File: src/pxm_pkg.sv
// package for the port crossbar and match block
// assumes an 8-bit special-function register bus driven by the core
package pxm_pkg;
    // ------------------------------------------------------------
    // register addresses
    // ------------------------------------------------------------
    localparam logic [7:0] ADDR_ROUTE_A   = 8'hE1; // crossbar_route_a
    localparam logic [7:0] ADDR_ROUTE_B   = 8'hE2; // crossbar_route_b
    localparam logic [7:0] ADDR_PORT_ZERO = 8'h80; // port_zero_reg
    localparam logic [7:0] ADDR_PORT_ONE  = 8'h90; // port_one_reg
    localparam logic [7:0] ADDR_P0_CMP    = 8'hD4; // port_zero_compare
    localparam logic [7:0] ADDR_P0_MASK   = 8'hD3; // port_zero_mask
    localparam logic [7:0] ADDR_P1_CMP    = 8'hD6; // port_one_compare
    localparam logic [7:0] ADDR_P1_MASK   = 8'hD5; // port_one_mask
    localparam logic [7:0] ADDR_IRQ_EN2   = 8'hE7; // extended_irq_enable_two
    // ------------------------------------------------------------
    // reset values
    // ------------------------------------------------------------
    localparam logic [7:0] RST_ROUTE      = 8'h00;
    localparam logic [7:0] RST_PORT       = 8'hFF;
    localparam logic [7:0] RST_MASK       = 8'h00;
    localparam logic [7:0] RST_CMP        = 8'hFF;
    localparam logic [7:0] RST_IRQ_EN2    = 8'h00;
    // ------------------------------------------------------------
    // field positions and masks
    // ------------------------------------------------------------
    localparam logic [7:0] ROUTE_A_RW     = 8'h3F; // bits 7:6 reserved
    localparam logic [7:0] ROUTE_B_RW     = 8'hFB; // bit 2 reserved
    localparam int         RA_UART        = 0;
    localparam int         RA_SERIAL      = 1;
    localparam int         RA_LIN         = 2;
    localparam int         RA_CLKOUT      = 3;
    localparam int         RA_CMP         = 4;
    localparam int         RA_CMP_ASYNC   = 5;
    localparam int         RB_ECI         = 3;
    localparam int         RB_TIMER_A     = 4;
    localparam int         RB_TIMER_B     = 5;
    localparam int         RB_XBAR_ON     = 6;
    localparam int         RB_PULLUP_DIS  = 7;
    localparam int         IE2_MATCH      = 1;
    localparam int         BIT_IDX_W      = 3;
    // ------------------------------------------------------------
    // counter-array output select codes
    // ------------------------------------------------------------
    typedef enum logic [1:0] {
        PXM_CEX_NONE  = 2'h0,
        PXM_CEX_ONE   = 2'h1,
        PXM_CEX_TWO   = 2'h2,
        PXM_CEX_THREE = 2'h3
    } pxm_cex_sel_t;
endpackage : pxm_pkg

File: src/pxm_match.sv
// mismatch compare for one 8-bit port
// assumes pin levels are synchronous to CLK
`timescale 1ns/1ps
module pxm_match #(
    parameter int WIDTH = 8
) (
    // clock and reset
    input  wire logic             clk,
    input  wire logic             rst_b,
    // compare inputs
    input  wire logic [WIDTH-1:0] pins,
    input  wire logic [WIDTH-1:0] mask,
    input  wire logic [WIDTH-1:0] cmp,
    // registered mismatch
    output logic                  mismatch
);
    // ------------------------------------------------------------
    // compare
    // ------------------------------------------------------------
    if (WIDTH < 1) begin : g_bad_width
        $error("pxm_match: WIDTH must be positive");
    end
    // differ wherever mask selects a bit that disagrees
    wire logic mismatch_nxt = |((pins ^ cmp) & mask);

    // register so the result is glitch free
    always_ff @(posedge clk or negedge rst_b) begin
        if (!rst_b) mismatch <= 1'b0;
        else        mismatch <= mismatch_nxt;
    end

    mismatch_track_a: assert property (@(posedge clk) disable iff (!rst_b)
        mismatch == $past((pins & mask) != (cmp & mask))) else $error("mismatch stale");
endmodule : pxm_match

File: src/pxm_top.sv
// port crossbar routing, general-purpose port latches and port match
// assumes a core SFR bus: one-cycle write strobes, byte or bit form,
// and a read-modify-write flag asserted with the read strobe
//
// How it works
// unrouted pins remain software port I/O
// ports take byte and single-bit writes
// writes held in latch driving pins
// plain reads return live pin levels
// read-modify-write reads return latch value
// masked pins differing from compare raise match
// match watches pins regardless of routing
// match interrupt only when enable set
// match wakes suspended oscillator always
// crossbar off: inputs only, drivers disabled
// weak pull-up on open-drain highs unless disabled
// routing bits route signal; reserved read zero
// two-bit field routes zero to three outputs
`timescale 1ns/1ps
module pxm_top
    import pxm_pkg::*;
#(
    parameter int PORT_W = 8
) (
    // clock and reset
    input  wire logic              CLK,
    input  wire logic              RST_B,
    // sfr bus
    input  wire logic [7:0]        SFR_ADDR,
    input  wire logic [7:0]        SFR_WDATA,
    input  wire logic              SFR_WR,
    input  wire logic              SFR_BIT_WR,
    input  wire logic [2:0]        SFR_BIT_SEL,
    input  wire logic              SFR_RD,
    input  wire logic              SFR_RMW,
    output logic [7:0]             SFR_RDATA,
    // port pins and per-pin modes from the mode registers outside
    input  wire logic [PORT_W-1:0] P0_PIN_IN,
    input  wire logic [PORT_W-1:0] P1_PIN_IN,
    input  wire logic [PORT_W-1:0] P0_ANALOG,
    input  wire logic [PORT_W-1:0] P1_ANALOG,
    input  wire logic [PORT_W-1:0] P0_PUSH_PULL,
    input  wire logic [PORT_W-1:0] P1_PUSH_PULL,
    input  wire logic [PORT_W-1:0] P0_PERIPH_SEL,
    input  wire logic [PORT_W-1:0] P1_PERIPH_SEL,
    input  wire logic [PORT_W-1:0] P0_PERIPH_OUT,
    input  wire logic [PORT_W-1:0] P1_PERIPH_OUT,
    // pin drive
    output logic [PORT_W-1:0]      P0_PIN_OUT,
    output logic [PORT_W-1:0]      P1_PIN_OUT,
    output logic [PORT_W-1:0]      P0_PIN_OE,
    output logic [PORT_W-1:0]      P1_PIN_OE,
    output logic [PORT_W-1:0]      P0_PULLUP,
    output logic [PORT_W-1:0]      P1_PULLUP,
    // routing enables to the crossbar decoder
    output logic                   XBAR_ON,
    output logic                   UART_ROUTE,
    output logic                   SERIAL_PERIPH_ROUTE,
    output logic                   LIN_ROUTE,
    output logic                   CLOCK_OUT_ROUTE,
    output logic                   COMPARATOR_OUT_ROUTE,
    output logic                   COMPARATOR_ASYNC_OUT_ROUTE,
    output logic                   COUNTER_ARRAY_EXT_IN_ROUTE,
    output logic                   TIMER_A_INPUT_ROUTE,
    output logic                   TIMER_B_INPUT_ROUTE,
    output logic [2:0]             CEX_ROUTE,
    // match event
    output logic                   MATCH_IRQ,
    output logic                   OSC_WAKE
);
    // ------------------------------------------------------------
    // checks
    // ------------------------------------------------------------
    if (PORT_W != 8) begin : g_bad_width
        $error("pxm_top: PORT_W must be 8");
    end

    // ------------------------------------------------------------
    // registers
    // ------------------------------------------------------------
    logic [7:0]        route_a_r;   // crossbar_route_a
    logic [7:0]        route_b_r;   // crossbar_route_b
    logic [7:0]        p0_latch_r;  // port_zero_reg latch
    logic [7:0]        p1_latch_r;  // port_one_reg latch
    logic [7:0]        p0_mask_r;   // port_zero_mask
    logic [7:0]        p0_cmp_r;    // port_zero_compare
    logic [7:0]        p1_mask_r;   // port_one_mask
    logic [7:0]        p1_cmp_r;    // port_one_compare
    logic [7:0]        ie2_r;       // extended_irq_enable_two
    logic              p0_mis;      // masked mismatch, port zero
    logic              p1_mis;      // masked mismatch, port one

    // ------------------------------------------------------------
    // address decode
    // ------------------------------------------------------------
    wire logic hit_ra  = SFR_ADDR == ADDR_ROUTE_A;
    wire logic hit_rb  = SFR_ADDR == ADDR_ROUTE_B;
    wire logic hit_p0  = SFR_ADDR == ADDR_PORT_ZERO;
    wire logic hit_p1  = SFR_ADDR == ADDR_PORT_ONE;
    wire logic hit_m0  = SFR_ADDR == ADDR_P0_MASK;
    wire logic hit_c0  = SFR_ADDR == ADDR_P0_CMP;
    wire logic hit_m1  = SFR_ADDR == ADDR_P1_MASK;
    wire logic hit_c1  = SFR_ADDR == ADDR_P1_CMP;
    wire logic hit_ie2 = SFR_ADDR == ADDR_IRQ_EN2;

    // byte write goes whole; bit write touches only the selected bit
    wire logic [7:0] bit_onehot = 8'h01 << SFR_BIT_SEL;
    wire logic [7:0] wr_lanes   = SFR_WR ? 8'hFF : (SFR_BIT_WR ? bit_onehot : 8'h00);
    wire logic [7:0] bit_data   = {8{SFR_WDATA[0]}};
    wire logic [7:0] wr_val     = SFR_WR ? SFR_WDATA : bit_data;

    // merge new bits into an old register value
    function automatic logic [7:0] pxm_merge(input logic [7:0] old_v, input logic [7:0] lanes,
                                             input logic [7:0] val);
        pxm_merge = (old_v & ~lanes) | (val & lanes);
    endfunction : pxm_merge

    wire logic [7:0] ra_nxt  = hit_ra ? pxm_merge(route_a_r, wr_lanes, wr_val) & ROUTE_A_RW
                                      : route_a_r;
    wire logic [7:0] rb_nxt  = hit_rb ? pxm_merge(route_b_r, wr_lanes, wr_val) & ROUTE_B_RW
                                      : route_b_r;
    wire logic [7:0] p0_nxt  = hit_p0 ? pxm_merge(p0_latch_r, wr_lanes, wr_val) : p0_latch_r;
    wire logic [7:0] p1_nxt  = hit_p1 ? pxm_merge(p1_latch_r, wr_lanes, wr_val) : p1_latch_r;
    wire logic [7:0] m0_nxt  = hit_m0 ? pxm_merge(p0_mask_r, wr_lanes, wr_val) : p0_mask_r;
    wire logic [7:0] c0_nxt  = hit_c0 ? pxm_merge(p0_cmp_r, wr_lanes, wr_val) : p0_cmp_r;
    wire logic [7:0] m1_nxt  = hit_m1 ? pxm_merge(p1_mask_r, wr_lanes, wr_val) : p1_mask_r;
    wire logic [7:0] c1_nxt  = hit_c1 ? pxm_merge(p1_cmp_r, wr_lanes, wr_val) : p1_cmp_r;
    wire logic [7:0] ie2_nxt = hit_ie2 ? pxm_merge(ie2_r, wr_lanes, wr_val) : ie2_r;

    // ------------------------------------------------------------
    // register file
    // ------------------------------------------------------------
    // latches only change on a write, so pins hold between writes
    always_ff @(posedge CLK or negedge RST_B) begin
        if (!RST_B) begin
            route_a_r  <= RST_ROUTE;
            route_b_r  <= RST_ROUTE;
            p0_latch_r <= RST_PORT;
            p1_latch_r <= RST_PORT;
            p0_mask_r  <= RST_MASK;
            p0_cmp_r   <= RST_CMP;
            p1_mask_r  <= RST_MASK;
            p1_cmp_r   <= RST_CMP;
            ie2_r      <= RST_IRQ_EN2;
        end else begin
            route_a_r  <= ra_nxt;
            route_b_r  <= rb_nxt;
            p0_latch_r <= p0_nxt;
            p1_latch_r <= p1_nxt;
            p0_mask_r  <= m0_nxt;
            p0_cmp_r   <= c0_nxt;
            p1_mask_r  <= m1_nxt;
            p1_cmp_r   <= c1_nxt;
            ie2_r      <= ie2_nxt;
        end
    end

    // ------------------------------------------------------------
    // read path
    // ------------------------------------------------------------
    // analog pins read zero on a plain read; rmw sees the latch, plain read the pins
    wire logic [7:0] p0_live = P0_PIN_IN & ~P0_ANALOG;
    wire logic [7:0] p1_live = P1_PIN_IN & ~P1_ANALOG;
    wire logic [7:0] p0_rd   = SFR_RMW ? p0_latch_r : p0_live;
    wire logic [7:0] p1_rd   = SFR_RMW ? p1_latch_r : p1_live;
    wire logic [7:0] rdata_nxt =
        !SFR_RD  ? SFR_RDATA  :
        hit_ra   ? route_a_r  :
        hit_rb   ? route_b_r  :
        hit_p0   ? p0_rd      :
        hit_p1   ? p1_rd      :
        hit_m0   ? p0_mask_r  :
        hit_c0   ? p0_cmp_r   :
        hit_m1   ? p1_mask_r  :
        hit_c1   ? p1_cmp_r   :
        hit_ie2  ? ie2_r      : 8'h00; // unmapped reads zero

    // one-cycle read latency, data holds until the next read
    always_ff @(posedge CLK or negedge RST_B) begin
        if (!RST_B) SFR_RDATA <= 8'h00;
        else        SFR_RDATA <= rdata_nxt;
    end

    // ------------------------------------------------------------
    // pin drive
    // ------------------------------------------------------------
    wire logic       xbar_on = route_b_r[RB_XBAR_ON];
    wire logic       pu_dis  = route_b_r[RB_PULLUP_DIS];
    // routed pins take the peripheral, the rest take the latch
    wire logic [7:0] p0_val = (P0_PERIPH_SEL & P0_PERIPH_OUT) | (~P0_PERIPH_SEL & p0_latch_r);
    wire logic [7:0] p1_val = (P1_PERIPH_SEL & P1_PERIPH_OUT) | (~P1_PERIPH_SEL & p1_latch_r);
    // open-drain drives low only; push-pull drives both levels
    wire logic [7:0] p0_oe  = {8{xbar_on}} & ~P0_ANALOG & (P0_PUSH_PULL | ~p0_val);
    wire logic [7:0] p1_oe  = {8{xbar_on}} & ~P1_ANALOG & (P1_PUSH_PULL | ~p1_val);
    // undriven open-drain pins float high through the pull-up unless pull-ups are disabled, which keeps them readable
    wire logic [7:0] p0_pu  = {8{~pu_dis}} & ~P0_PUSH_PULL & ~P0_ANALOG & ~p0_oe;
    wire logic [7:0] p1_pu  = {8{~pu_dis}} & ~P1_PUSH_PULL & ~P1_ANALOG & ~p1_oe;
    wire logic [1:0] cex_code = route_b_r[1:0];
    logic [2:0]      cex_nxt;
    always_comb begin
        case (pxm_cex_sel_t'(cex_code))
            PXM_CEX_NONE:  cex_nxt = 3'h0;
            PXM_CEX_ONE:   cex_nxt = 3'h1;
            PXM_CEX_TWO:   cex_nxt = 3'h3;
            PXM_CEX_THREE: cex_nxt = 3'h7;
            default:       cex_nxt = 3'h0;
        endcase
    end

    // ------------------------------------------------------------
    // match compare
    // ------------------------------------------------------------
    pxm_match #(.WIDTH(PORT_W)) u_m0 (
        .clk      (CLK),
        .rst_b    (RST_B),
        .pins     (P0_PIN_IN),
        .mask     (p0_mask_r),
        .cmp      (p0_cmp_r),
        .mismatch (p0_mis)
    );
    pxm_match #(.WIDTH(PORT_W)) u_m1 (
        .clk      (CLK),
        .rst_b    (RST_B),
        .pins     (P1_PIN_IN),
        .mask     (p1_mask_r),
        .cmp      (p1_cmp_r),
        .mismatch (p1_mis)
    );
    wire logic match_evt = p0_mis | p1_mis;

    // ------------------------------------------------------------
    // output flops
    // ------------------------------------------------------------
    always_ff @(posedge CLK or negedge RST_B) begin
        if (!RST_B) begin
            {P0_PIN_OUT, P1_PIN_OUT, P0_PIN_OE, P1_PIN_OE} <= '0;
            {P0_PULLUP, P1_PULLUP, CEX_ROUTE} <= '0;
            {XBAR_ON, UART_ROUTE, SERIAL_PERIPH_ROUTE, LIN_ROUTE} <= '0;
            {CLOCK_OUT_ROUTE, COMPARATOR_OUT_ROUTE, COMPARATOR_ASYNC_OUT_ROUTE} <= '0;
            {COUNTER_ARRAY_EXT_IN_ROUTE, TIMER_A_INPUT_ROUTE, TIMER_B_INPUT_ROUTE} <= '0;
            {MATCH_IRQ, OSC_WAKE} <= '0;
        end else begin
            P0_PIN_OUT <= p0_val;
            P1_PIN_OUT <= p1_val;
            P0_PIN_OE  <= p0_oe;
            P1_PIN_OE  <= p1_oe;
            P0_PULLUP  <= p0_pu;
            P1_PULLUP  <= p1_pu;
            CEX_ROUTE  <= cex_nxt;
            XBAR_ON    <= xbar_on;
            UART_ROUTE                 <= route_a_r[RA_UART];
            SERIAL_PERIPH_ROUTE        <= route_a_r[RA_SERIAL];
            LIN_ROUTE                  <= route_a_r[RA_LIN];
            CLOCK_OUT_ROUTE            <= route_a_r[RA_CLKOUT];
            COMPARATOR_OUT_ROUTE       <= route_a_r[RA_CMP];
            COMPARATOR_ASYNC_OUT_ROUTE <= route_a_r[RA_CMP_ASYNC];
            COUNTER_ARRAY_EXT_IN_ROUTE <= route_b_r[RB_ECI];
            TIMER_A_INPUT_ROUTE        <= route_b_r[RB_TIMER_A];
            TIMER_B_INPUT_ROUTE        <= route_b_r[RB_TIMER_B];
            MATCH_IRQ  <= match_evt & ie2_r[IE2_MATCH];
            OSC_WAKE   <= match_evt;
        end
    end

    // ------------------------------------------------------------
    // checks
    // ------------------------------------------------------------
    xbar_off_oe_a: assert property (@(posedge CLK) disable iff (!RST_B)
        !route_b_r[RB_XBAR_ON] |=> (P0_PIN_OE == 8'h00 && P1_PIN_OE == 8'h00))
        else $error("driver on with crossbar off");
    irq_gate_a: assert property (@(posedge CLK) disable iff (!RST_B)
        MATCH_IRQ |-> ($past(ie2_r[IE2_MATCH]) && OSC_WAKE)) else $error("irq not gated");
    wake_follows_a: assert property (@(posedge CLK) disable iff (!RST_B)
        (p0_mis || p1_mis) |=> OSC_WAKE) else $error("no wake on match");
    rmw_latch_a: assert property (@(posedge CLK) disable iff (!RST_B)
        (SFR_RD && SFR_RMW && hit_p0) |=> SFR_RDATA == $past(p0_latch_r))
        else $error("rmw read wrong");
    pin_read_a: assert property (@(posedge CLK) disable iff (!RST_B)
        (SFR_RD && !SFR_RMW && hit_p1) |=> SFR_RDATA == $past(p1_live))
        else $error("pin read wrong");
    bit_write_a: assert property (@(posedge CLK) disable iff (!RST_B)
        (SFR_BIT_WR && !SFR_WR && hit_p0) |=>
        ((p0_latch_r ^ $past(p0_latch_r)) & ~$past(bit_onehot)) == 8'h00)
        else $error("bit write spilled");
    latch_hold_a: assert property (@(posedge CLK) disable iff (!RST_B)
        !(hit_p1 && (SFR_WR || SFR_BIT_WR)) |=> $stable(p1_latch_r))
        else $error("latch changed");
    reserved_zero_a: assert property (@(posedge CLK) disable iff (!RST_B)
        (route_a_r[7:6] == 2'h0) && !route_b_r[2]) else $error("reserved set");
    cex_map_a: assert property (@(posedge CLK) disable iff (!RST_B)
        (route_b_r[1:0] == 2'h2) |=> CEX_ROUTE == 3'h3) else $error("cex map");
    pullup_a: assert property (@(posedge CLK) disable iff (!RST_B)
        route_b_r[RB_PULLUP_DIS] |=> (P0_PULLUP == 8'h00 && P1_PULLUP == 8'h00))
        else $error("pull-up on while disabled");
    match_c: cover property (@(posedge CLK) disable iff (!RST_B) MATCH_IRQ);
    wake_only_c: cover property (@(posedge CLK) disable iff (!RST_B) OSC_WAKE && !MATCH_IRQ);
    rmw_c: cover property (@(posedge CLK) disable iff (!RST_B) SFR_RD && SFR_RMW && hit_p0);
    drive_c: cover property (@(posedge CLK) disable iff (!RST_B) |P0_PIN_OE);
endmodule : pxm_top

File: config.mk
export PLATFORM = sky130hd
export DESIGN_NAME = pxm_top
export DESIGN_NICKNAME = d
export VERILOG_FILES = /design/src/pxm_pkg.sv /design/src/pxm_match.sv /design/src/pxm_top.sv
export SDC_FILE = /design/constraint.sdc
export NUM_CORES = 1
export LEC_CHECK = 0
export CAP_MARGIN = 15
export CORE_MARGIN = 3
export CORE_UTILIZATION = 50
export CTS_CLUSTER_DIAMETER = 150
export DETAILED_ROUTE_END_ITERATION = 12
export DONT_BUFFER_PORTS = 1
export GPL_TIMING_DRIVEN = 0
export HOLD_SLACK_MARGIN = 0.03
export PLACE_DENSITY = 0.68
export RECOVER_POWER = 100
export SYNTH_ARGS = -nofsm -noshare
export SYNTH_HDL_FRONTEND = slang
export SYNTH_SLANG_ARGS = --single-unit
File: constraint.sdc
create_clock -name CLK -period 1.3 [get_ports CLK]
set_input_delay 0.13 -clock CLK [delete_from_list [all_inputs] [get_ports CLK]]
set_output_delay 0.13 -clock CLK [all_outputs]
set_load 0.02 [all_outputs]
Yosys cells after proc, flatten, opt, wreduce, memory -nomap -nowiden
Index checks and enable logic that the tools add are counted.
Widths: inputs -> output; s select.
{"block": "word_totals", "latch_bits": 0, "wordCells": 119, "out_inout_bits": 71, "register_bits": 142, "mem_bits_rw": 0, "input_bits": 105, "mem_count": 0, "romBits": 0}
{"block": "classes", "order_cmp": 0, "shift": 1, "eq_ne": 12, "n_bitwise": 57, "n_mux": 15, "n_reduce_logical": 3, "mul": 0, "n_div": 0, "addsub": 0}
{"cell": "$and 8x8->8", "count": 27}
{"cell": "$mux 8", "count": 14}
{"cell": "$or 8x8->8", "count": 12}
{"cell": "$not 8->8", "count": 11}
{"cell": "$eq 8x8->1 const B", "count": 9}
{"cell": "$reduce_or 8->1", "count": 2}
{"cell": "$xor 8x8->8", "count": 2}
{"cell": "$pmux 3 s4", "count": 1}
{"cell": "$shl 1x3->8 const A", "count": 1}
{"cell": "$and 6x6->6", "count": 1}
{"cell": "$or 6x6->6", "count": 1}
{"cell": "$eq 2x2->1 const B", "count": 2}
{"cell": "$eq 2x1->1 const B", "count": 1}
{"cell": "$logic_not 2->1", "count": 1}
{"cell": "$and 1x1->1", "count": 1}
{"cell": "$not 1->1", "count": 1}
{"cell": "$or 1x1->1", "count": 1}

Logic depth before layout (Yosys ltp)
{"block": "logic_depth", "word_depth": 10, "depth_mapped": 8}

By module
From an unflattened synthesis, not the netlist that was laid out.
{"block": "hier_totals", "cells_unflattened": 625, "area_unflattened_um2": 6556.3}
{"mod": "pxm_top", "n_inst": 1, "cells_per_inst": 597, "area_per_inst_um2": 6293.5}
{"mod": "pxm_match", "n_inst": 2, "cells_per_inst": 14, "area_per_inst_um2": 131.4}

Worst setup path before layout
No wires, ideal clock.
{"block": "synth_path", "path_kind": "input -> register", "from": "input SFR_ADDR[4]", "to": "register SFR_RDATA[2]", "required_ns": 1.224, "stages": 7, "arrival_time_ns": 1.417, "setup_time_ns": 0.076, "setup_slack_ns": -0.193, "n_path_buf": 2, "cell_sequence": "buf_6 and4b_2 nor4b_4 buf_6 a2bb2oi_1 o2111a_1 o21ai_1"}
{"block": "synth_between", "elab_chain_len": 10}
{"item": "start, declared", "line_no": "pxm_top.sv:29", "source": "input wire logic [7:0] SFR_ADDR,"}
{"item": "$eq 8x8->1", "line_no": "pxm_top.sv:104", "source": "wire logic hit_ie2 = SFR_ADDR == ADDR_IRQ_EN2;"}
{"item": "$mux 8", "line_no": "pxm_top.sv:176", "source": "hit_ie2 ? ie2_r : 8'h00;"}
{"item": "$mux 8", "line_no": "pxm_top.sv:175", "source": "hit_c1 ? p1_cmp_r :"}
{"item": "$mux 8", "line_no": "pxm_top.sv:174", "source": "hit_m1 ? p1_mask_r :"}
{"item": "$mux 8", "line_no": "pxm_top.sv:173", "source": "hit_c0 ? p0_cmp_r :"}
{"item": "$mux 8", "line_no": "pxm_top.sv:172", "source": "hit_m0 ? p0_mask_r :"}
{"item": "$mux 8", "line_no": "pxm_top.sv:171", "source": "hit_p1 ? p1_rd :"}
{"item": "$mux 8", "line_no": "pxm_top.sv:170", "source": "hit_p0 ? p0_rd :"}
{"item": "$mux 8", "line_no": "pxm_top.sv:169", "source": "hit_rb ? route_b_r :"}
{"item": "$mux 8 *", "line_no": "pxm_top.sv:168", "source": "hit_ra ? route_a_r :"}
{"item": "end signal, assigned", "line_no": "pxm_top.sv:181", "source": "else SFR_RDATA <= rdata_nxt;"}
{"item": "end, declared", "line_no": "pxm_top.sv:36", "source": "output logic [7:0] SFR_RDATA,"}
Mark *: on every way between the ends. The rest lies on a longest branch, timed or not.
A chain may end at the register's enable or synchronous reset.

==> results.json <==
{
  "outcome": "finished with violations",
  "violations": "negative hold slack, negative setup slack",
  "synth_warnings": 0,
  "reg2reg_depth": 2,
  "synth_area_leader_cell": "dfrtp_1",
  "syn_area_sq_mm": 0.00653,
  "dieArea_sq_mm": 0.0145,
  "period_needed_ps": 1410,
  "num_vias": 5641,
  "post_drt_wl_per_cell_um": 25.2,
  "synthMuxAreaShare": 0.0493,
  "synth_area_leaders": "dfrtp_1 42%, dfstp_2 13%, a21oi_1 5.0%",
  "yosysSeqAreaShare": 0.551,
  "crit_path_max_fanout": 3,
  "clkTransAtPathRegs_ps": 60,
  "worstSetupPathType": "flop to flop",
  "grt_first_pass_wirelength_um": 33100,
  "fp.dieH_um": 120,
  "timing.fmax_mhz": 708,
  "cts_root_buffer": "clkbuf_16",
  "fin_skew_ps": 9.65,
  "setup_violations": 21,
  "track_usage": 0.304,
  "nets": 798,
  "drt_pre_antenna_iters": 7,
  "finalMaxSlewViolations": 0,
  "netlist.area_leader.share": 0.422,
  "period_share": 1.09,
  "fin_setup_tns_ps": -941,
  "core.rowCount": 41,
  "via_per_inst": 6.41,
  "initial_core_util": 0.515,
  "arrival_ps": 1690,
  "ys_ff_latch": 142,
  "cts_tree": "yes",
  "gp_congestion": 0.937,
  "rsz0062_at_grt": "yes",
  "synth_top_family_by_area": "compound AO/OA/AOI/OAI gates",
  "start_kind": "flop",
  "core_area_sq_mm": 0.0127,
  "ant_nets": 0,
  "r2r_end": "P0_PULLUP[5]$_DFF_PN0_",
  "hp-class": "input pin to async pin",
  "hpwl_um": 15300,
  "die_x_um": 120,
  "numCtsBuffers": 17,
  "synth_compound_area_frac": 0.226,
  "cts.sinks": 142,
  "synthAdderAreaFrac": 0,
  "grt_overflow": 0,
  "vdd_drop_max_mv": 0.887,
  "leakagePower_nw": 3.57,
  "drcViolationCount": 0,
  "grt_max_degree": 143,
  "ys_types": 50,
  "antenna_found_initial": 0,
  "wirelength_um": 22200,
  "whs_ps": -599,
  "synth_edf_count": 0,
  "slew_headroom": 0.572,
  "final_common_cell": "dfrtp_1",
  "synthArstFlopShare": 1.00,
  "synthesis.nets": 708,
  "syn-mean-instance-area_sq_um": 10.8,
  "clk_latency_ps": 430,
  "cts_max_path_buffers": 2,
  "synth-simple-area-share": 0.111,
  "reg2reg_slack_ps": -110,
  "powerDensity_mw_per_mm2": 1320,
  "io_pins": 176,
  "final-hold-violation-count": 142,
  "layout_common_cells": "109 x dfrtp_1, 64 x dlygate4sd3_1, 58 x a21oi_1",
  "ys.flop_type": "dfrtp_1",
  "cts-htree-levels": 4,
  "setup_ws_ps": -113,
  "final_layout_size_suffix_gt1_frac": 0.180,
  "synthXorXnorAreaFrac": 0.0215,
  "max_cap_viol_count": 0,
  "syn_to_final_growth_pct": 25.5,
  "fin_total_pwr_mw": 10.8,
  "cts_hold_buf": 64,
  "drt-initial-drc-count": 719,
  "endpoint_kind": "flop",
  "synth_cells": 603,
  "grt_pass1_vias": 5651,
  "pre_cts_ws_ps": -612,
  "cp.required_ps": 1580,
  "portBuffers": 0,
  "tightest_slew_ps": 639
}
where the power goes:
group          internal (mW)  total (mW)  leakage [nW]  switching (mW)
registers               4.77        5.14          1.81           0.375
logic                  0.488        1.11          1.49           0.622
clock network           2.72        4.57         0.273            1.86
cell families (layout without fill, tap and decap cells):
| kind of cell | after synthesis | count (layout) |
|---|---|---|
| AOI/OAI and AO/OA | 223 | 223 |
| DFF | 142 | 142 |
| and+or+nand+nor | 129 | 129 |
| buffers and inverters | 62 | 165 |
| muxes | 31 | 31 |
| xor gates and xnor gates | 16 | 16 |
| other | 0 | 2 |
worst max-delay path: stages (launching register included):
cell       delay, ps
dfstp_1          580
mux2i_1          170
a2111oi_2        520
metrics by stage:
step	util	instance area [sq um]	hold WS, ps	cells
floorplan	-	6610	-166	603
global placement	0.539	6830	-162	775
detailed placement	0.539	6830	-162	775
CTS	0.637	8080	-613	872
global route	0.646	8190	-617	878
finish	0.647	8190	-599	880
synth_stat cells, drive strengths merged (4+ instances only):
library cell and count:
dfrtp 110, a21oi 65, a31oi 50, nor2 48
dfstp 32, clkbuf 26, mux2i 22, nand2 22
inv 20, a22oi 19, o21ai 19, nor3b 17
a2111oi 16, xor2 16, buf 15, o31ai 13
mux2 9, a221oi 8, and3 8, nand3 8
a221o 6, nor2b 5, o2bb2ai 5, a21o 4
a31o 4, nor3 4
metal layers:
layer | GRT usage | wire, um | part of all wire | vias to the layer above
met2 | 0.495 | 10700 | 0.48 | 356
li1 | - | - | - | 2447
met1 | 0.384 | 8640 | 0.39 | 2788
met4 | 0.121 | 590 | 0.027 | 0
met3 | 0.0921 | 2280 | 0.10 | 50
met5 | 0 | 0 | 0 | -
worst max-delay path by stage:
stage	from	endpoint	slack, ps	depth (start not counted)
3_5_place_dp	SFR_WDATA[0]	flop	-610	5
5_1_grt	flop	SFR_RDATA[4]$_DFFE_PN0P_	-180	5
3_3_place_gp	SFR_WDATA[0]	flop	-600	5
6_report	flop	P0_PULLUP[5]$_DFF_PN0_	-110	2
2_1_floorplan	SFR_ADDR[4]	flop	-160	6
4_1_cts	flop	SFR_RDATA[3]$_DFFE_PN0P_	-120	5
cell type report:
class / instances / area, sq um
Timing Repair Buffer: 72 / 711
Clock inverter: 11 / 92.6
Antenna cell: 2 / 5.00
Tap cell: 172 / 215
Fill cell: 990 / 4480
Inverter: 21 / 78.8
Buffer: 40 / 264
Multi-Input combinational cell: 399 / 2770
Clock buffer: 21 / 460
Sequential cell: 142 / 3590
timing repair:
action / CTS / global route
setup endpoints to repair: 73 / 54
endpoints found under the hold margin: 190 / 142
buffers inserted: 2 / 6
gates resized for setup: 18 / 35
pin swaps: 3 / 4
Power figures use the tool's default switching activity.
